## config.mk

```make
export PLATFORM = sky130hd
export DESIGN_NAME = aax_exec
export DESIGN_NICKNAME = d
export VERILOG_FILES = /design/src/design/aax_pkg.sv /design/src/design/aax_alu_if.sv /design/src/design/aax_alu.sv /design/src/design/aax_decode.sv /design/src/design/aax_exec.sv
export SDC_FILE = /design/constraint.sdc
export NUM_CORES = 1
export LEC_CHECK = 0
export BUFFER_PORTS_ARGS = -buffer_cell sky130_fd_sc_hd__buf_2
export CORE_UTILIZATION = 55
export CTS_BUF_LIST = sky130_fd_sc_hd__clkbuf_8 sky130_fd_sc_hd__clkbuf_16
export DETAILED_ROUTE_END_ITERATION = 6
export PLACE_DENSITY = 0.89
export RECOVER_POWER = 50
export SLEW_MARGIN = 20
export SYNTH_ARGS = -nofsm -noshare
export SYNTH_HDL_FRONTEND = slang
export SYNTH_HIERARCHICAL = 1
export SYNTH_SLANG_ARGS = --single-unit
export TNS_END_PERCENT = 1
```

## constraint.sdc

```tcl
create_clock -name clk -period 3.5 [get_ports clk]
set_clock_uncertainty 0.2 [all_clocks]
set_input_delay 0.175 -clock clk [delete_from_list [all_inputs] [get_ports clk]]
set_output_delay 0.175 -clock clk [all_outputs]
set_load 0.05 [all_outputs]
```

## src/design/aax_pkg.sv

```systemverilog
// shared constants, types and helpers of the add/adc/and execution datapath
package aax_pkg;

  // ----------------------------------------------------------------
  // opcode layout
  // ----------------------------------------------------------------
  localparam logic [3:0] OPH_ADD    = 4'h0;
  localparam logic [3:0] OPH_ADC    = 4'h1;
  localparam logic [3:0] OPH_AND    = 4'h5;
  localparam logic [3:0] FORM_RR    = 4'h2;
  localparam logic [3:0] FORM_RIR   = 4'h3;
  localparam logic [3:0] FORM_R_R   = 4'h4;
  localparam logic [3:0] FORM_R_IR  = 4'h5;
  localparam logic [3:0] FORM_R_IM  = 4'h6;
  localparam logic [3:0] FORM_IR_IM = 4'h7;
  localparam logic [3:0] WR_PREFIX  = 4'he;

  // ----------------------------------------------------------------
  // cycle counts and reset values
  // ----------------------------------------------------------------
  localparam logic [3:0] CYC_SHORT  = 4'h6;
  localparam logic [3:0] CYC_LONG   = 4'ha;
  localparam logic [3:0] CNT_FIRST  = 4'h2;
  localparam logic [3:0] RST_CNT    = 4'h0;
  localparam logic [7:0] RST_BYTE   = 8'h00;

  // ----------------------------------------------------------------
  // flag byte bit positions
  // ----------------------------------------------------------------
  localparam int FLG_C = 7;
  localparam int FLG_Z = 6;
  localparam int FLG_S = 5;
  localparam int FLG_V = 4;
  localparam int FLG_D = 3;
  localparam int FLG_H = 2;

  typedef enum logic [1:0] {
    AAX_OP_ADD = 2'b00,
    AAX_OP_ADC = 2'b01,
    AAX_OP_AND = 2'b10
  } aax_op_t;

  typedef enum logic [2:0] {
    ST_IDLE = 3'b000,
    ST_SPTR = 3'b001,
    ST_SRC  = 3'b010,
    ST_DPTR = 3'b011,
    ST_DST  = 3'b100,
    ST_WAIT = 3'b101,
    ST_WB   = 3'b110
  } aax_state_t;

  // working register n lives in the 16-byte group picked by the pointer
  function automatic logic [7:0] aax_wr_addr(input logic [7:0] rp, input logic [3:0] n);
    return {rp[7:4], n};
  endfunction

  function automatic logic [7:0] aax_reg_addr(input logic [7:0] rp, input logic [7:0] f);
    return (f[7:4] == WR_PREFIX) ? aax_wr_addr(rp, f[3:0]) : f;
  endfunction

endpackage
```

## src/design/aax_alu_if.sv

```systemverilog
// operand and result bundle between the sequencer and the arithmetic unit
interface aax_alu_if;
  import aax_pkg::*;
  aax_op_t    op;
  logic [7:0] a;
  logic [7:0] b;
  logic [7:0] flagsIn;
  logic [7:0] result;
  logic [7:0] flagsOut;

  modport core (output op, a, b, flagsIn, input result, flagsOut);
  modport alu  (input op, a, b, flagsIn, output result, flagsOut);
endinterface

```

## src/design/aax_alu.sv

```systemverilog
// add, add-with-carry and and, with flag byte update
module aax_alu import aax_pkg::*; (
  aax_alu_if.alu bus
);
  logic [8:0] sum;
  logic [4:0] half;
  logic [7:0] res;
  logic [7:0] fl;
  logic       cin;

  always_comb begin
    cin  = (bus.op == AAX_OP_ADC) ? bus.flagsIn[FLG_C] : 1'b0;
    sum  = 9'h000;
    half = 5'h00;
    res  = RST_BYTE;
    fl   = bus.flagsIn;
    case (bus.op)
      AAX_OP_ADD, AAX_OP_ADC: begin
        sum       = {1'b0, bus.a} + {1'b0, bus.b} + {8'h00, cin};
        half      = {1'b0, bus.a[3:0]} + {1'b0, bus.b[3:0]} + {4'h0, cin};
        res       = sum[7:0];
        fl[FLG_C] = sum[8];
        fl[FLG_Z] = (res == 8'h00);
        fl[FLG_S] = res[7];
        fl[FLG_V] = (bus.a[7] == bus.b[7]) && (res[7] != bus.a[7]);
        fl[FLG_D] = 1'b0;
        fl[FLG_H] = half[4];
      end
      AAX_OP_AND: begin
        res       = bus.a & bus.b;
        fl[FLG_Z] = (res == 8'h00);
        fl[FLG_S] = res[7];
        fl[FLG_V] = 1'b0;
      end
      default: res = RST_BYTE;
    endcase
  end

  assign bus.result   = res;
  assign bus.flagsOut = fl;
endmodule

```

## src/design/aax_decode.sv

```systemverilog
// opcode and operand byte decode into addresses, form and cycle count
module aax_decode import aax_pkg::*; (
  input  wire logic [7:0] opcode,
  input  wire logic [7:0] opByte2,
  input  wire logic [7:0] opByte3,
  input  wire logic [7:0] regPtr,
  output aax_op_t         op,
  output logic            valid,
  output logic            srcImm,
  output logic            srcInd,
  output logic            dstInd,
  output logic [7:0]      srcAddr,
  output logic [7:0]      dstAddr,
  output logic [7:0]      immVal,
  output logic [3:0]      cycles
);
  logic opOk;

  always_comb begin
    opOk    = 1'b1;
    op      = AAX_OP_ADD;
    valid   = 1'b1;
    srcImm  = 1'b0;
    srcInd  = 1'b0;
    dstInd  = 1'b0;
    srcAddr = RST_BYTE;
    dstAddr = RST_BYTE;
    immVal  = opByte3;
    cycles  = CYC_LONG;
    case (opcode[7:4])
      OPH_ADD: op = AAX_OP_ADD;
      OPH_ADC: op = AAX_OP_ADC;
      OPH_AND: op = AAX_OP_AND;
      default: opOk = 1'b0;
    endcase
    case (opcode[3:0])
      FORM_RR, FORM_RIR: begin
        // dst number in the high nibble, src in the low one
        dstAddr = aax_wr_addr(regPtr, opByte2[7:4]);
        srcAddr = aax_wr_addr(regPtr, opByte2[3:0]);
        srcInd  = (opcode[3:0] == FORM_RIR);
        cycles  = CYC_SHORT;
      end
      FORM_R_R, FORM_R_IR: begin
        srcAddr = aax_reg_addr(regPtr, opByte2);
        dstAddr = aax_reg_addr(regPtr, opByte3);
        srcInd  = (opcode[3:0] == FORM_R_IR);
      end
      FORM_R_IM, FORM_IR_IM: begin
        dstAddr = aax_reg_addr(regPtr, opByte2);
        srcImm  = 1'b1;
        dstInd  = (opcode[3:0] == FORM_IR_IM);
      end
      default: valid = 1'b0;
    endcase
    valid = valid & opOk;
  end
endmodule

```

## src/design/aax_exec.sv

```systemverilog
// execution sequencer for add, add-with-carry and logical and
module aax_exec import aax_pkg::*; (
  input  wire logic       clk,
  input  wire logic       rstn,
  input  wire logic       start,
  input  wire logic [7:0] opcode,
  input  wire logic [7:0] opByte2,
  input  wire logic [7:0] opByte3,
  input  wire logic [7:0] regPtr,
  input  wire logic [7:0] flagsIn,
  input  wire logic [7:0] rfRdData,
  output logic            busy,
  output logic            done,
  output logic            badOp,
  output logic [7:0]      rfAddr,
  output logic            rfWe,
  output logic [7:0]      rfWrData,
  output logic            flagsWe,
  output logic [7:0]      flagsOut
);

  // ----------------------------------------------------------------
  // state
  // ----------------------------------------------------------------
  typedef struct packed {
    aax_state_t state;
    logic [3:0] cnt;
    logic [3:0] cycles;
    aax_op_t    op;
    logic       dstInd;
    logic [7:0] dstA;
    logic [7:0] srcV;
    logic [7:0] dstV;
    logic [7:0] flg;
    logic [7:0] rfAddr;
    logic       rfWe;
    logic [7:0] rfWrData;
    logic       flagsWe;
    logic [7:0] flagsOut;
    logic       done;
    logic       badOp;
  } aax_regs_t;

  aax_regs_t s;
  aax_regs_t next_s;

  // ----------------------------------------------------------------
  // decode and arithmetic
  // ----------------------------------------------------------------
  aax_op_t    decOp;
  logic       decValid;
  logic       decSrcImm;
  logic       decSrcInd;
  logic       decDstInd;
  logic [7:0] decSrcA;
  logic [7:0] decDstA;
  logic [7:0] decImm;
  logic [3:0] decCycles;
  logic       take;

  aax_alu_if aluBus ();

  aax_decode uDecode (
    .opcode  (opcode),
    .opByte2 (opByte2),
    .opByte3 (opByte3),
    .regPtr  (regPtr),
    .op      (decOp),
    .valid   (decValid),
    .srcImm  (decSrcImm),
    .srcInd  (decSrcInd),
    .dstInd  (decDstInd),
    .srcAddr (decSrcA),
    .dstAddr (decDstA),
    .immVal  (decImm),
    .cycles  (decCycles)
  );

  aax_alu uAlu (
    .bus (aluBus.alu)
  );

  // operands sit in flops from the read phase on, so the alu result is
  // steady through wait and write-back
  assign aluBus.op      = s.op;
  assign aluBus.a       = s.dstV;
  assign aluBus.b       = s.srcV;
  assign aluBus.flagsIn = s.flg;

  assign take = start && (s.state == ST_IDLE) && decValid;

  // ----------------------------------------------------------------
  // sequencer
  // ----------------------------------------------------------------
  always_comb begin
    next_s         = s;
    next_s.rfWe    = 1'b0;
    next_s.flagsWe = 1'b0;
    next_s.done    = 1'b0;
    next_s.badOp   = 1'b0;
    if (s.state != ST_IDLE) begin
      next_s.cnt = s.cnt + 4'h1;
    end
    case (s.state)
      ST_IDLE: begin
        if (start && !decValid) begin
          next_s.badOp = 1'b1;
        end else if (take) begin
          next_s.op     = decOp;
          next_s.cycles = decCycles;
          next_s.dstInd = decDstInd;
          next_s.dstA   = decDstA;
          // flags sampled once so a carry-in cannot shift mid-instruction
          next_s.flg    = flagsIn;
          next_s.cnt    = CNT_FIRST;
          if (decSrcImm) begin
            next_s.srcV   = decImm;
            next_s.rfAddr = decDstA;
            next_s.state  = decDstInd ? ST_DPTR : ST_DST;
          end else begin
            next_s.rfAddr = decSrcA;
            next_s.state  = decSrcInd ? ST_SPTR : ST_SRC;
          end
        end
      end
      ST_SPTR: begin
        // pointer content is a full register address, no remap
        next_s.rfAddr = rfRdData;
        next_s.state  = ST_SRC;
      end
      ST_SRC: begin
        next_s.srcV   = rfRdData;
        next_s.rfAddr = s.dstA;
        next_s.state  = s.dstInd ? ST_DPTR : ST_DST;
      end
      ST_DPTR: begin
        next_s.dstA   = rfRdData;
        next_s.rfAddr = rfRdData;
        next_s.state  = ST_DST;
      end
      ST_DST: begin
        next_s.dstV  = rfRdData;
        next_s.state = ST_WAIT;
      end
      ST_WAIT: begin
        if (s.cnt == s.cycles - 4'h1) begin
          next_s.state    = ST_WB;
          next_s.rfAddr   = s.dstA;
          next_s.rfWe     = 1'b1;
          next_s.rfWrData = aluBus.result;
          next_s.flagsWe  = 1'b1;
          next_s.flagsOut = aluBus.flagsOut;
          next_s.done     = 1'b1;
        end
      end
      ST_WB: begin
        next_s.state = ST_IDLE;
        next_s.cnt   = RST_CNT;
      end
      default: begin
        next_s = '0;
      end
    endcase
  end

  always_ff @(posedge clk) begin
    if (!rstn) begin
      s <= '0;
    end else begin
      s <= next_s;
    end
  end

  assign busy     = (s.state != ST_IDLE);
  assign done     = s.done;
  assign badOp    = s.badOp;
  assign rfAddr   = s.rfAddr;
  assign rfWe     = s.rfWe;
  assign rfWrData = s.rfWrData;
  assign flagsWe  = s.flagsWe;
  assign flagsOut = s.flagsOut;

  // ----------------------------------------------------------------
  // checks
  // ----------------------------------------------------------------
  logic [8:0] chkSum;
  logic [4:0] chkHalf;
  logic       chkCin;

  assign chkCin  = (s.op == AAX_OP_ADC) ? s.flg[FLG_C] : 1'b0;
  assign chkSum  = {1'b0, s.dstV} + {1'b0, s.srcV} + {8'h00, chkCin};
  assign chkHalf = {1'b0, s.dstV[3:0]} + {1'b0, s.srcV[3:0]} + {4'h0, chkCin};

  chk_add_sum: assert property (@(posedge clk) disable iff (!rstn)
    (rfWe && s.op == AAX_OP_ADD) |-> rfWrData == 8'(s.dstV + s.srcV))
    else $error("add result wrong");

  chk_adc_sum: assert property (@(posedge clk) disable iff (!rstn)
    (rfWe && s.op == AAX_OP_ADC) |-> rfWrData == 8'(s.dstV + s.srcV + {7'h00, s.flg[FLG_C]}))
    else $error("add-with-carry result wrong");

  chk_carry_out: assert property (@(posedge clk) disable iff (!rstn)
    (flagsWe && s.op != AAX_OP_AND) |-> flagsOut[FLG_C] == chkSum[8])
    else $error("carry flag wrong");

  chk_zero_flag: assert property (@(posedge clk) disable iff (!rstn)
    flagsWe |-> flagsOut[FLG_Z] == (rfWrData == 8'h00))
    else $error("zero flag wrong");

  chk_sign_add: assert property (@(posedge clk) disable iff (!rstn)
    (flagsWe && s.op != AAX_OP_AND) |-> flagsOut[FLG_S] == rfWrData[7])
    else $error("sign flag wrong after add");

  chk_ovf_add: assert property (@(posedge clk) disable iff (!rstn)
    (flagsWe && s.op != AAX_OP_AND) |->
      flagsOut[FLG_V] == ((s.dstV[7] == s.srcV[7]) && (rfWrData[7] != s.dstV[7])))
    else $error("overflow flag wrong");

  chk_half_dec: assert property (@(posedge clk) disable iff (!rstn)
    (flagsWe && s.op != AAX_OP_AND) |-> (flagsOut[FLG_H] == chkHalf[4]) && !flagsOut[FLG_D])
    else $error("half-carry or decimal flag wrong");

  chk_and_res: assert property (@(posedge clk) disable iff (!rstn)
    (rfWe && s.op == AAX_OP_AND) |-> rfWrData == (s.dstV & s.srcV))
    else $error("and result wrong");

  chk_and_keep: assert property (@(posedge clk) disable iff (!rstn)
    (flagsWe && s.op == AAX_OP_AND) |-> !flagsOut[FLG_V] && flagsOut[FLG_C] == s.flg[FLG_C]
      && flagsOut[FLG_D] == s.flg[FLG_D] && flagsOut[FLG_H] == s.flg[FLG_H])
    else $error("and disturbed kept flags");

  chk_and_sign: assert property (@(posedge clk) disable iff (!rstn)
    (flagsWe && s.op == AAX_OP_AND) |-> flagsOut[FLG_S] == rfWrData[7])
    else $error("sign flag wrong after and");

  chk_wr_field: assert property (@(posedge clk) disable iff (!rstn)
    (take && opcode[3:0] == FORM_R_IM && opByte2[7:4] == WR_PREFIX) |->
      ##1 s.dstA == {$past(regPtr[7:4]), $past(opByte2[3:0])})
    else $error("working register field not remapped");

  chk_short_time: assert property (@(posedge clk) disable iff (!rstn)
    (take && (opcode[3:0] == FORM_RR || opcode[3:0] == FORM_RIR)) |->
      !rfWe [*5] ##1 rfWe)
    else $error("short form not finished in 6 cycles");

  chk_long_time: assert property (@(posedge clk) disable iff (!rstn)
    (take && opcode[3:0] >= FORM_R_R) |-> ##9 (rfWe && flagsWe))
    else $error("long form not finished in 10 cycles");

  chk_src_ptr: assert property (@(posedge clk) disable iff (!rstn)
    (s.state == ST_SPTR) |=> (rfAddr == $past(rfRdData)) && s.state == ST_SRC)
    else $error("indirect source not followed");

  chk_dst_ptr: assert property (@(posedge clk) disable iff (!rstn)
    (s.state == ST_DPTR) |=> (s.dstA == $past(rfRdData)) && (rfAddr == $past(rfRdData)))
    else $error("indirect destination not followed");

  chk_joint_wb: assert property (@(posedge clk) disable iff (!rstn)
    ((rfWe == flagsWe) && (rfWe == done) && (!rfWe || rfAddr == s.dstA))
      and (rfWe |=> !busy))
    else $error("result and flags not written together");

  // write data and flag byte must hold between writes, the register file may latch late
  chk_data_hold: assert property (@(posedge clk) disable iff (!rstn)
    !rfWe |-> $stable(rfWrData))
    else $error("result changed without a write");

  chk_flag_hold: assert property (@(posedge clk) disable iff (!rstn)
    !flagsWe |-> $stable(flagsOut))
    else $error("flag byte changed without a write");

  chk_idle_quiet: assert property (@(posedge clk) disable iff (!rstn)
    !busy |-> !rfWe && !flagsWe && !done)
    else $error("write strobe while idle");

  chk_low_flags: assert property (@(posedge clk) disable iff (!rstn)
    flagsWe |-> flagsOut[1:0] == s.flg[1:0])
    else $error("unused flag bits disturbed");

  chk_take_busy: assert property (@(posedge clk) disable iff (!rstn)
    take |=> busy && !done && !badOp)
    else $error("taken request did not start");

  chk_bad_pulse: assert property (@(posedge clk) disable iff (!rstn)
    (start && !busy && !decValid) |=> badOp && !busy)
    else $error("bad opcode not flagged");

  chk_busy_ignore: assert property (@(posedge clk) disable iff (!rstn)
    (start && busy) |=> !badOp)
    else $error("request while busy not ignored");

  chk_short_count: assert property (@(posedge clk) disable iff (!rstn)
    (take && opcode[3:0] < FORM_R_R) |=> s.cycles == CYC_SHORT)
    else $error("short form cycle count wrong");

  chk_long_count: assert property (@(posedge clk) disable iff (!rstn)
    (take && opcode[3:0] >= FORM_R_R) |=> s.cycles == CYC_LONG)
    else $error("long form cycle count wrong");

  chk_imm_src: assert property (@(posedge clk) disable iff (!rstn)
    (take && opcode[3:0] >= FORM_R_IM) |=> s.srcV == $past(opByte3))
    else $error("immediate operand not taken");

  chk_adc_op: assert property (@(posedge clk) disable iff (!rstn)
    (take && opcode[7:4] == OPH_ADC) |=> s.op == AAX_OP_ADC)
    else $error("add-with-carry not selected");

  chk_src_read: assert property (@(posedge clk) disable iff (!rstn)
    (s.state == ST_SRC) |=> (s.srcV == $past(rfRdData)) && (rfAddr == s.dstA))
    else $error("source operand not read");

  chk_dst_read: assert property (@(posedge clk) disable iff (!rstn)
    (s.state == ST_DST) |=> (s.dstV == $past(rfRdData)) && s.state == ST_WAIT)
    else $error("destination operand not read");

  chk_wb_return: assert property (@(posedge clk) disable iff (!rstn)
    (s.state == ST_WB) |=> s.state == ST_IDLE)
    else $error("no return to idle after write-back");

endmodule

```

Word-level counts from Yosys, hierarchy flattened
Index checks and enable logic that the tools add are counted.
- output and inout port bits: 29
- memories: 0
- memory bits (read-only): 0
- RAM bits: 0
- bits in registers: 74
- word-level logic and storage cells: 125
- bits of input ports: 51
- latch bits: 0
- multiplexer cells: 39
- shifts and indexed selects: 0
- add/subtract/negate cells: 6
- reduce and logical (&&, ||, !) cells: 32
- eq/ne operators: 25
- div/mod/pow operators: 0
- $mul: 0
- bitwise operators: 7
- magnitude comparators: 0
- operators with widths (cell ; count):
    $pmux W8 S3 ; 3
    $pmux W8 S2 ; 4
    $mux W30 ; 2
    $pmux W8 S5 ; 1
    $pmux W19 S2 ; 1
    $mux W16 ; 2
    $mux W8 ; 4
    $mux W27 ; 1
    $reduce_or A6 Y1 ; 4
    $eq A4 B3 Y1 const B ; 5
    $pmux W3 S6 ; 1
    $logic_not A8 Y1 ; 2
    $reduce_or A5 Y1 ; 3
    $pmux W7 S2 ; 1
    $mux W3 ; 4
    $reduce_or A2 Y1 ; 6
    $add A8 B8 Y9 ; 1
    $add A9 B1 Y9 ; 1
    $eq A3 B3 Y1 const B ; 3
    $reduce_and A3 Y1 ; 3
    $and A8 B8 Y8 ; 1
    $eq A4 B2 Y1 const B ; 2
    $eq A4 B4 Y1 const B ; 2
    $mux W4 ; 2
    other kinds (30) ; 50

Logic depth before layout (Yosys ltp)
Gate-level depths: netlist (run 1).
- depth in word-level cells: 8
- mapped depth: 12
- gate-level depth less buffers: 11

Hierarchy
Netlist (run 1), hierarchy kept.
- by module, submodules not included (module ; times used ; sequential area each (µm²) ; cells each ; area each (µm²)):
    aax_exec ; 1 ; 1441.4 ; 378 ; 3587.2
    aax_alu ; 1 ; 0.0 ; 82 ; 609.3
    aax_decode ; 1 ; 0.0 ; 83 ; 571.8

Least setup slack after synthesis (run 1)
No wires, ideal clock.
- kind: register to register
- from: register s, in the netlist aluBus.op[1]
- to: register s, in the netlist rfWrData[6]
- stages on the path, launching flop included: 13
- period minus slack after synthesis: 3104 ps
- data arrival time: 2787 ps
- required time: 3183 ps
- buffers on the path: 1
- setup time: 117 ps
- slack: 396 ps
- cell sequence: dfxtp_1 > clkbuf_1 > clkinv_1 > nand3_1 > fa_1 > inv_1 > fa_1 > a21o_1 > a311o_2 > a211oi_1 > nor2_1 > a22o_1 > a22o_2
- cells in the longest elaborated chain, start to end: 6
- elaborated cells on any way between the ends: 9
- classes of those cells: 1 x add/sub; 2 x eq/ne; 4 x mux; 2 x reduce/logical
- ends and longest elaborated chain (item ; line ; source):
    start, declared ; aax_exec.sv:44 ; aax_regs_t s;
    start signal, assigned ; aax_exec.sv:170 ; s <= next_s;
    $eq A2 B1 Y1 ; aax_alu.sv:12, aax_alu.sv:17 ;
    $mux W1 ; aax_alu.sv:12 ; cin = (bus.op == AAX_OP_ADC) ? bus.flagsIn[FLG_C] : 1'b0;
    $add A9 B1 Y9 ; aax_alu.sv:19 ; sum = {1'b0, bus.a} + {1'b0, bus.b} + {8'h00, cin};
    $pmux W8 S2 * ; aax_alu.sv:17 ; case (bus.op)
    via aluBus.result[6] ; aax_alu_if.sv:8 ; logic [7:0] result;
    $mux W27 * ; aax_exec.sv:146 ; if (s.cnt == s.cycles - 4'h1) begin
    $pmux W19 S2 * ; aax_exec.sv:104 ; case (s.state)
Mark *: on every way through the listed nets, which the timed path passes. The rest lies on a longest branch. The select of a mux whose other input is x is not followed.
A chain may end at the register's enable or synchronous reset.

Final worst setup path (run 1)
- from: register s[71] (netlist bit)
- to: register s, in the netlist aluBus.flagsIn[2]
- cells in the longest elaborated chain, start to end: 5
- elaborated cells on any way between the ends: 15
- classes of those cells: 8 x eq/ne; 1 x mux; 1 x bitwise; 5 x reduce/logical
- ends and longest elaborated chain (item ; line ; source):
    $logic_not A3 Y1 ; aax_exec.sv:90, aax_exec.sv:104 ;
    $logic_and A1 B1 Y1 (2 in a row) ; aax_exec.sv:90 ; assign take = start && (s.state == ST_IDLE) && decValid;
    $ne A2 B2 Y1 (no line) ; - ;
    $reduce_and A3 Y1 (no line) ; - ;
Several ways; a longest one is shown, not always the timed one.

==> metrics.cfg, run 1 <==
[sta]
clock.fmax_ghz=0.3137
worst_hold_slack_ns=0.004433
worst_pin_slew_ns=0.8948
finalCritPeriodShare_pct=91.08
period_needed_ns=3.188
slew_violations=0
rsz0062_at_grt=false
finalHoldViolations=0
finalSetupViolCount=0
relSlewSlack_pct=39.72
fin_setup_tns_ns=0

[die]
rows=33
core_region_area_um2=8299
die_area_um2=9046
fp.dieH_um=95.11
pin_count=80
die_x_um=95.11
start_util_pct=57.46

[worst_setup_path]
end_kind=flip-flop
arrival_ns=3.26
cp-start-kind=flip-flop
crit_path_cell_trace=clkbuf_1, and2_0, or2_1, nand2_1, a21boi_0
r2r-start=s[71]
crit_required_ns=3.57
critPathSlowestCell=dfxtp_1
max_stage_delay_ns=0.73
worst-path-max-fanout=20
reg2reg_to=aluBus.flagsIn[2]
r2r_setup_slack_ns=0.31
reg2regPathDepth=5
critPathKind=flip-flop to flip-flop

[clock_network]
cts_htree_levels=3
cts_tree=yes
post_cts_buffers=0
cts.sinks=72
clk_path_buf_depth=2
cts_made_buffers=9
clkLatencyLatePin_ns=0.35
cts.root.buffer_cell=clkbuf_8
cts.clk_slew.worst_paths_ns=0.09

[flow_run]
max_cap_violations=0

[synth]
synth_area_um2=4768
synth-compound-area-share_pct=27.29
synthSimpleGateAreaFrac_pct=19.81
syn_area_per_cell_um2=8.781
yosysWarningCount=6
synth_top_family_by_area=compound AO/OA/AOI/OAI gates
synth_xor_area_share_pct=2.099
ys.flop_type=dfxtp_1
yosysSeqAreaShare_pct=30.23
synthAdderAreaFrac_pct=3.464
synth_fp_nets=606
ys_ff_latch=72
synth.area.mux_share_pct=5.563
yosys.cell_types.count=75
ys_async_sr_fraction_pct=0
syn-instance-count=543
synth_edf_count=0

[route]
firstDrtPassIters=7
ant_nets=0
drt-total-wl_mm=11.72
initialDrtViolationCount=315
post-route-drc-count=3
vias=4174
viasPerCell=6.093
wl_per_cell_um=17.11

[pwr]
leakage_uw=0.002093
peakVddDrop_mv=0.2410
power_density_nw_per_um2=342.2
finalPower_uw=1743

[placed_design]
portBuffers=75
placed_area_um2=4835
place.gp.congestion=0.9381
dp_cells=659
hpwlAfterDp_mm=8.367

[cells_and_area]
diodes=0
final_common_cell=dfxtp_1
area_delta_synth_final_pct=6.822
nets=638
fillers=704
multiInputGateArea_um2=2784
final_cell_mix=72 x dfxtp_1, 51 x nand2_1, 47 x buf_2, 31 x clkbuf_1, 30 x nor2_1
regArea_um2=1441
layout.cells.non_filler=685
fin_area_um2=5094
final_layout_size_suffix_gt1_share_pct=18.10

[worst_hold_path]
holdPathEnd=s[58]
holdPathStages=3
hold_path_class=input pin to flip-flop
holdCritStartpoint=rfRdData[6]

[global_route]
grt_usage_pct=26.24
overflow=0
grt_max_degree=46
grt_pass1_vias=3937
grt_pass1_wl_mm=18.66
antenna_found_initial=0

[outcome]
violations=DRC
status=complete, but fails checks

power by group:
part,total [µW],switching (µW),internal (µW)
registers,840,11.1,829
clock network,676,338,338
logic,227,130,96.7
state kept, by name, indices dropped and copies added, names as in the netlist:
signal and count:
aluBus.op 2, aluBus.flagsIn 8, flagsOut 8, rfWrData 8
rfWe 1, aluBus.b 8, s 20, badOp 1
rfAddr 8, aluBus.a 8
stage by stage:
| step | worst slack (ns) | utilization (%) |
|---|---|---|
| 6_report | 0.3122 | 61.37 |
| 5_1_grt | 0.1423 | 61.37 |
| 4_1_cts | 0.3910 | 61.93 |
| 3_5_place_dp | 0.4325 | 58.25 |
| 3_3_place_gp | 0.4725 | 58.25 |
| 2_1_floorplan | 0.3962 | - |
cells in the mapped netlist (12+ instances only):
cell | number | area (µm²)
a21oi_1 | 12 | 60.06
a22o_1 | 19 | 166.4
a22oi_1 | 27 | 202.7
and2_1 | 19 | 118.9
buf_4 | 44 | 330.3
clkbuf_1 | 12 | 45.04
dfxtp_1 | 72 | 1441
inv_1 | 13 | 48.80
nand2_1 | 51 | 191.4
nand3_1 | 13 | 65.06
nor2_1 | 30 | 112.6
nor2b_1 | 17 | 106.4
o21ai_0 | 26 | 130.1
kinds of logic (layout without fill, tap and decap cells):
logic type	after synthesis	count (layout)
fa+ha+maj	12	12
xor+xnor	9	9
mux	24	24
other cells	2	2
flops	72	72
compound gates	165	165
simple gates	176	176
buf+inv	83	120
final cells by class:
type | count | share of cell area, %
clock buffer | 9 | 2.432
clock inverter | 7 | 1.597
inverter | 14 | 1.032
multi-input combinational | 388 | 54.65
sequential | 72 | 28.30
tap | 105 | 2.579
timing repair buffer | 90 | 9.408
critical path, delay by kind of cell, from the launching register on:
kind / cells / cell delay (ns)
AND/OR/NAND/NOR: 3 / 1.25
flip-flops: 1 / 0.73
buffers and inverters: 1 / 0.72
AO/OA/AOI/OAI: 1 / 0.22
how the worst max path moves through the flow:
stage | cells past startpoint | startpoint | slack [ns] | end
2_1_floorplan | 12 | aluBus.op[1] | 0.40 | rfWrData[6]
3_3_place_gp | 11 | aluBus.op[1] | 0.47 | rfWrData[6]
3_5_place_dp | 11 | aluBus.op[1] | 0.43 | rfWrData[6]
4_1_cts | 11 | aluBus.op[1] | 0.39 | rfWrData[6]
5_1_grt | 5 | s[71] | 0.14 | aluBus.flagsIn[3]
6_report | 5 | s[71] | 0.31 | aluBus.flagsIn[2]
routing by layer:
metal	vias up	part of all wire [%]	global-route usage [%]
met5	-	0	0
met4	0	1.4	8.712
met3	15	5.4	4.705
met2	148	49	44.46
met1	1994	44	33.40
li1	2017	-	-
repair_timing:
| item | in CTS | in global routing |
|---|---|---|
| hold endpoints to repair | 10 | 0 |
| gates resized for setup | 0 | 0 |
| hold buffers | 10 | 0 |
| endpoints found under the setup margin | 0 | 0 |
(Power assumes the default switching activity.)
==> run 2, diff against run 1 <==
CORE_UTILIZATION = 30   (was 55)
PLACE_DENSITY = 0.59   (was 0.89)
==> metrics.cfg, run 2 (same netlist as run 1, synthesis figures left out) <==
[worst_setup_path]
critPathSlowestCell=dfxtp_1
worst-path-max-fanout=11
crit_required_ns=3.54
end_kind=flip-flop
crit_path_frequent_cell=fa_1
arrival_ns=3.21
cp-start-kind=flip-flop
critPathKind=flip-flop to flip-flop
crit_path_cell_trace=clkinv_1, nand3_1, fa_1, inv_1, fa_1, a21o_1, a311o_2, a211oi_1, nor2_1, a22o_1, a22o_2
max_stage_delay_ns=0.57

[sta]
period_needed_ns=3.172
finalSetupViolCount=0
slew_violations=0
rsz0062_at_grt=false
clock.fmax_ghz=0.3153
worst_pin_slew_ns=0.9338
relSlewSlack_pct=37.09
fin_setup_tns_ns=0
finalHoldViolations=0
finalCritPeriodShare_pct=90.62

[global_route]
grt_max_degree=46
grt_pass1_wl_mm=21.34
overflow=0
antenna_found_initial=0
grt_pass1_vias=4146
grt_usage_pct=16.51

[cells_and_area]
area_delta_synth_final_pct=11.18
layout.cells.non_filler=795
nets=643
top_register=s
final_common_cell=dfxtp_1
multiInputGateArea_um2=2784
regArea_um2=1441
fillers=1613
diodes=0
final_layout_size_suffix_gt1_share_pct=17.47
final_cell_mix=72 x dfxtp_1, 51 x nand2_1, 46 x buf_2, 33 x clkbuf_1, 30 x nor2_1
largest_reg_flops=20

[die]
die_area_um2=16400
fp.dieH_um=128.1
die_x_um=128.1
pin_count=80
core_region_area_um2=15370
start_util_pct=31.02
rows=45

[worst_hold_path]
hold_path_class=input pin to flip-flop

[placed_design]
dp_cells=768
hpwlAfterDp_mm=9.343
place.gp.congestion=0.8565
portBuffers=75

[pwr]
leakage_uw=0.002136
peakVddDrop_mv=0.2297
power_density_nw_per_um2=356.2

[clock_network]
clkLatencyLatePin_ns=0.34
post_cts_buffers=0
cts_htree_levels=3
hold_buffers=12
cts_resized=0
cts.clk_slew.worst_paths_ns=0.06
cts_made_buffers=9
cts.root.buffer_cell=clkbuf_16
cts.sinks=72
clk_path_buf_depth=2
cts_tree=yes

[route]
post-route-drc-count=0
wl_per_cell_um=16.15
drt-total-wl_mm=12.84
ant_nets=0
vias=4179
firstDrtPassIters=5
viasPerCell=5.257
initialDrtViolationCount=313

[flow_run]
max_cap_violations=0

[outcome]
status=complete, no violations

run 2: path summary, 6_finish.rpt:
path / startpoint / to / slack [ns] / cells past startpoint
worst max register to register: aluBus.op[1] / rfWrData[6] / 0.33 / 11
worst min-delay path: rfRdData[4] / s[56] / 0.01 / 3
worst min register to register: aluBus.flagsIn[0] / aluBus.flagsIn[0] / 0.25 / 2
worst max-delay path: aluBus.op[1] / rfWrData[6] / 0.33 / 11
run 2: area by class of cell:
cell class,instances,share of cell area (%)
clock inverters,6,0.5664
well taps,211,4.980
repair buffers,95,9.511
clock buffers,9,4.248
multi-input cells,388,52.51
inverters,14,0.9913
flip-flops and latches,72,27.19
run 2: report_power, final:
part / total [µW] / leakage (µW) / internal (µW) / switching, µW
clock: 816 / 0.000133 / 466 / 350
sequential: 841 / 0.000581 / 831 / 10.1
combinational: 232 / 0.00142 / 98.0 / 134
total: 1890 / 0.00214 / 1390 / 494
run 2: through the flow:
stage | total power (µW) | instance area, µm² | worst slack, ns | hold slack, ns | utilization [%]
6_report | 1888 | 5301 | 0.3284 | 0.01180 | 34.49
5_1_grt | 1971 | 5301 | 0.1637 | 0.03039 | 34.49
4_1_cts | 1915 | 5353 | 0.3677 | 0.001181 | 34.82
3_5_place_dp | 1080 | 4977 | 0.3763 | 0.2452 | 32.38
3_3_place_gp | 1076 | 4977 | 0.4572 | 0.2348 | 32.38
2_1_floorplan | 1013 | 4768 | 0.3962 | 0.09331 | -
run 2: critical path, delay by kind of cell (launching register included):
kind	cells	cell delay [ns]
simple gates	2	0.22
flops	1	0.57
buf+inv	2	0.20
compound gates	5	1.28
fa+ha+maj	2	0.58
run 2: routing by layer:
layer  routed length [µm]  track usage [%]  vias to the layer above  share of wire, %
li1                     -                -                     2025                 -
met1                 5878            21.13                     2028                46
met2                 6110            26.73                      106                48
met3                  595            3.715                       20               4.6
met4                  257            6.851                        0               2.0
met5                    0                0                        -                 0
==> run 3, diff against run 2 <==
--- a/config.mk
+++ b/config.mk
@@ -11,2 +11,3 @@
 export DETAILED_ROUTE_END_ITERATION = 6
+export GPL_TIMING_DRIVEN = 0
 export PLACE_DENSITY = 0.59
--- a/constraint.sdc
+++ b/constraint.sdc
@@ -4,2 +4,2 @@
 set_output_delay 0.175 -clock clk [all_outputs]
-set_load 0.05 [all_outputs]
+set_load 0.1 [all_outputs]
==> metrics.cfg, run 3 (same netlist as run 1, synthesis figures left out) <==
[sta]
finalHoldViolations=0
clock.fmax_ghz=0.3215
period_needed_ns=3.110
rsz0062_at_grt=false
relSlewSlack_pct=22.33
fin_setup_tns_ns=0
finalSetupViolCount=0
worst_hold_slack_ns=0.009181
slew_violations=0
worst_pin_slew_ns=1.156
fin_ws_ns=0.3896
finalCritPeriodShare_pct=88.87

[global_route]
antenna_found_initial=0
grt_pass1_wl_mm=22.07
grt_max_degree=13
overflow=0
grt_usage_pct=17.37
grt_pass1_vias=4271

[placed_design]
place.gp.congestion=0.8790
dp_cells=827
portBuffers=73
hpwlAfterDp_mm=10.36
placed_area_um2=5398
dp_slack_ns=-0.09425

[worst_setup_path]
critPathKind=flip-flop to flip-flop
end_kind=flip-flop
arrival_ns=3.19
path_buf_inv=2
crit_required_ns=3.58
cpLargestDelayFamily=compound AO/OA/AOI/OAI gates
crit_path_frequent_cell=fa_1
max_stage_delay_ns=0.45
critPathSlowestCell=dfxtp_2
crit_path_cell_trace=clkinv_2, nand3_1, fa_1, inv_1, fa_1, a21o_1, a21oi_1, xor2_1, o211ai_1, o41ai_1, a22o_1
cp-start-kind=flip-flop
worst-path-max-fanout=11

[cells_and_area]
final_common_cell=dfxtp_1
final_layout_size_suffix_gt1_share_pct=23.44
fin_area_um2=5743
regArea_um2=1443
diodes=0
area_delta_synth_final_pct=20.44
final_cell_mix=71 x dfxtp_1, 51 x nand2_1, 47 x buf_2, 45 x clkbuf_1, 42 x buf_4
top_register=s
largest_reg_flops=20
layout.cells.non_filler=851
multiInputGateArea_um2=2773
nets=699
fillers=1572

[clock_network]
cts.sinks=72
cts.clk_slew.worst_paths_ns=0.06
cts.root.buffer_cell=clkbuf_16
post_cts_buffers=0
cts_htree_levels=3
cts_tree=yes
cts_made_buffers=9
clk_path_buf_depth=2
clkLatencyLatePin_ns=0.34

[route]
viasPerCell=5.160
initialDrtViolationCount=406
firstDrtPassIters=6
drt-total-wl_mm=13.75
wl_per_cell_um=16.15
ant_nets=0
vias=4391
post-route-drc-count=0

[flow_run]
max_cap_violations=0

[pwr]
power_density_nw_per_um2=363.3
leakage_uw=0.002399
peakVddDrop_mv=0.2093

[die]
fp.dieH_um=128.1
rows=45
die_x_um=128.1
die_area_um2=16400
core_region_area_um2=15370
start_util_pct=31.02
pin_count=80

[worst_hold_path]
hold_path_class=input pin to flip-flop

[outcome]
status=complete, no violations

## run 3: cell count changes in the layout (fill, tap and decap cells not counted), sizes merged
cell,previous run,this run
buf,50,96
inv,15,14
clkbuf,42,54
clkinvlp,1,0
dlygate4sd3,12,10
bufinv,0,2
## run 3: timing repair
action | CTS | global route
gates resized for setup | 1 | 1
cloned | 0 | 0
pin swaps | 0 | 0
endpoints found under the hold margin | 9 | 0
hold buffers | 10 | 0
setup endpoints to repair | 2 | 2
## run 3: path summary, 6_finish.rpt
check	to	from	depth (start not counted)	slack (ns)
setup / recovery	flagsOut[6]	aluBus.op[1]	11	0.39
hold reg to reg	aluBus.flagsIn[4]	aluBus.flagsIn[4]	2	0.27
hold / removal	s[57]	rfRdData[5]	3	0.009
setup reg to reg	flagsOut[6]	aluBus.op[1]	11	0.39
## run 3: stage by stage
stage          power [µW]  utilization [%]
2_1_floorplan        1023                -
3_3_place_gp         1112            35.12
3_5_place_dp         1114            35.12
4_1_cts              2104            37.80
5_1_grt              2163            37.36
6_report             2086            37.36
## run 3: power by group
part	switching, µW	total [µW]	internal (µW)
logic	154	264	111
clock network	363	982	618
registers	9.34	840	831
total	526	2090	1560
## run 3: tightest hold or removal path: stages
cell      delay, ns
buf_2          0.14
a222oi_1       0.10
nor2b_1        0.10
## run 3: layer usage
layer  global-route usage (%)  routed length [µm]  vias to the layer above
met2                    29.99                6665                      144
met4                    6.436                 259                        0
met3                    3.631                 736                       21
li1                         -                   -                     2144
met5                        0                   0                        -
met1                    21.17                6084                     2082
## run 3: layout make-up
type / count / area share, %
buffer: 68 / 8.170
clock inverter: 6 / 1.503
sequential: 72 / 25.12
multi-input combinational: 388 / 48.28
timing repair buffer: 83 / 7.473
tap: 211 / 4.597
inverter: 14 / 0.9368
clock buffer: 9 / 3.922
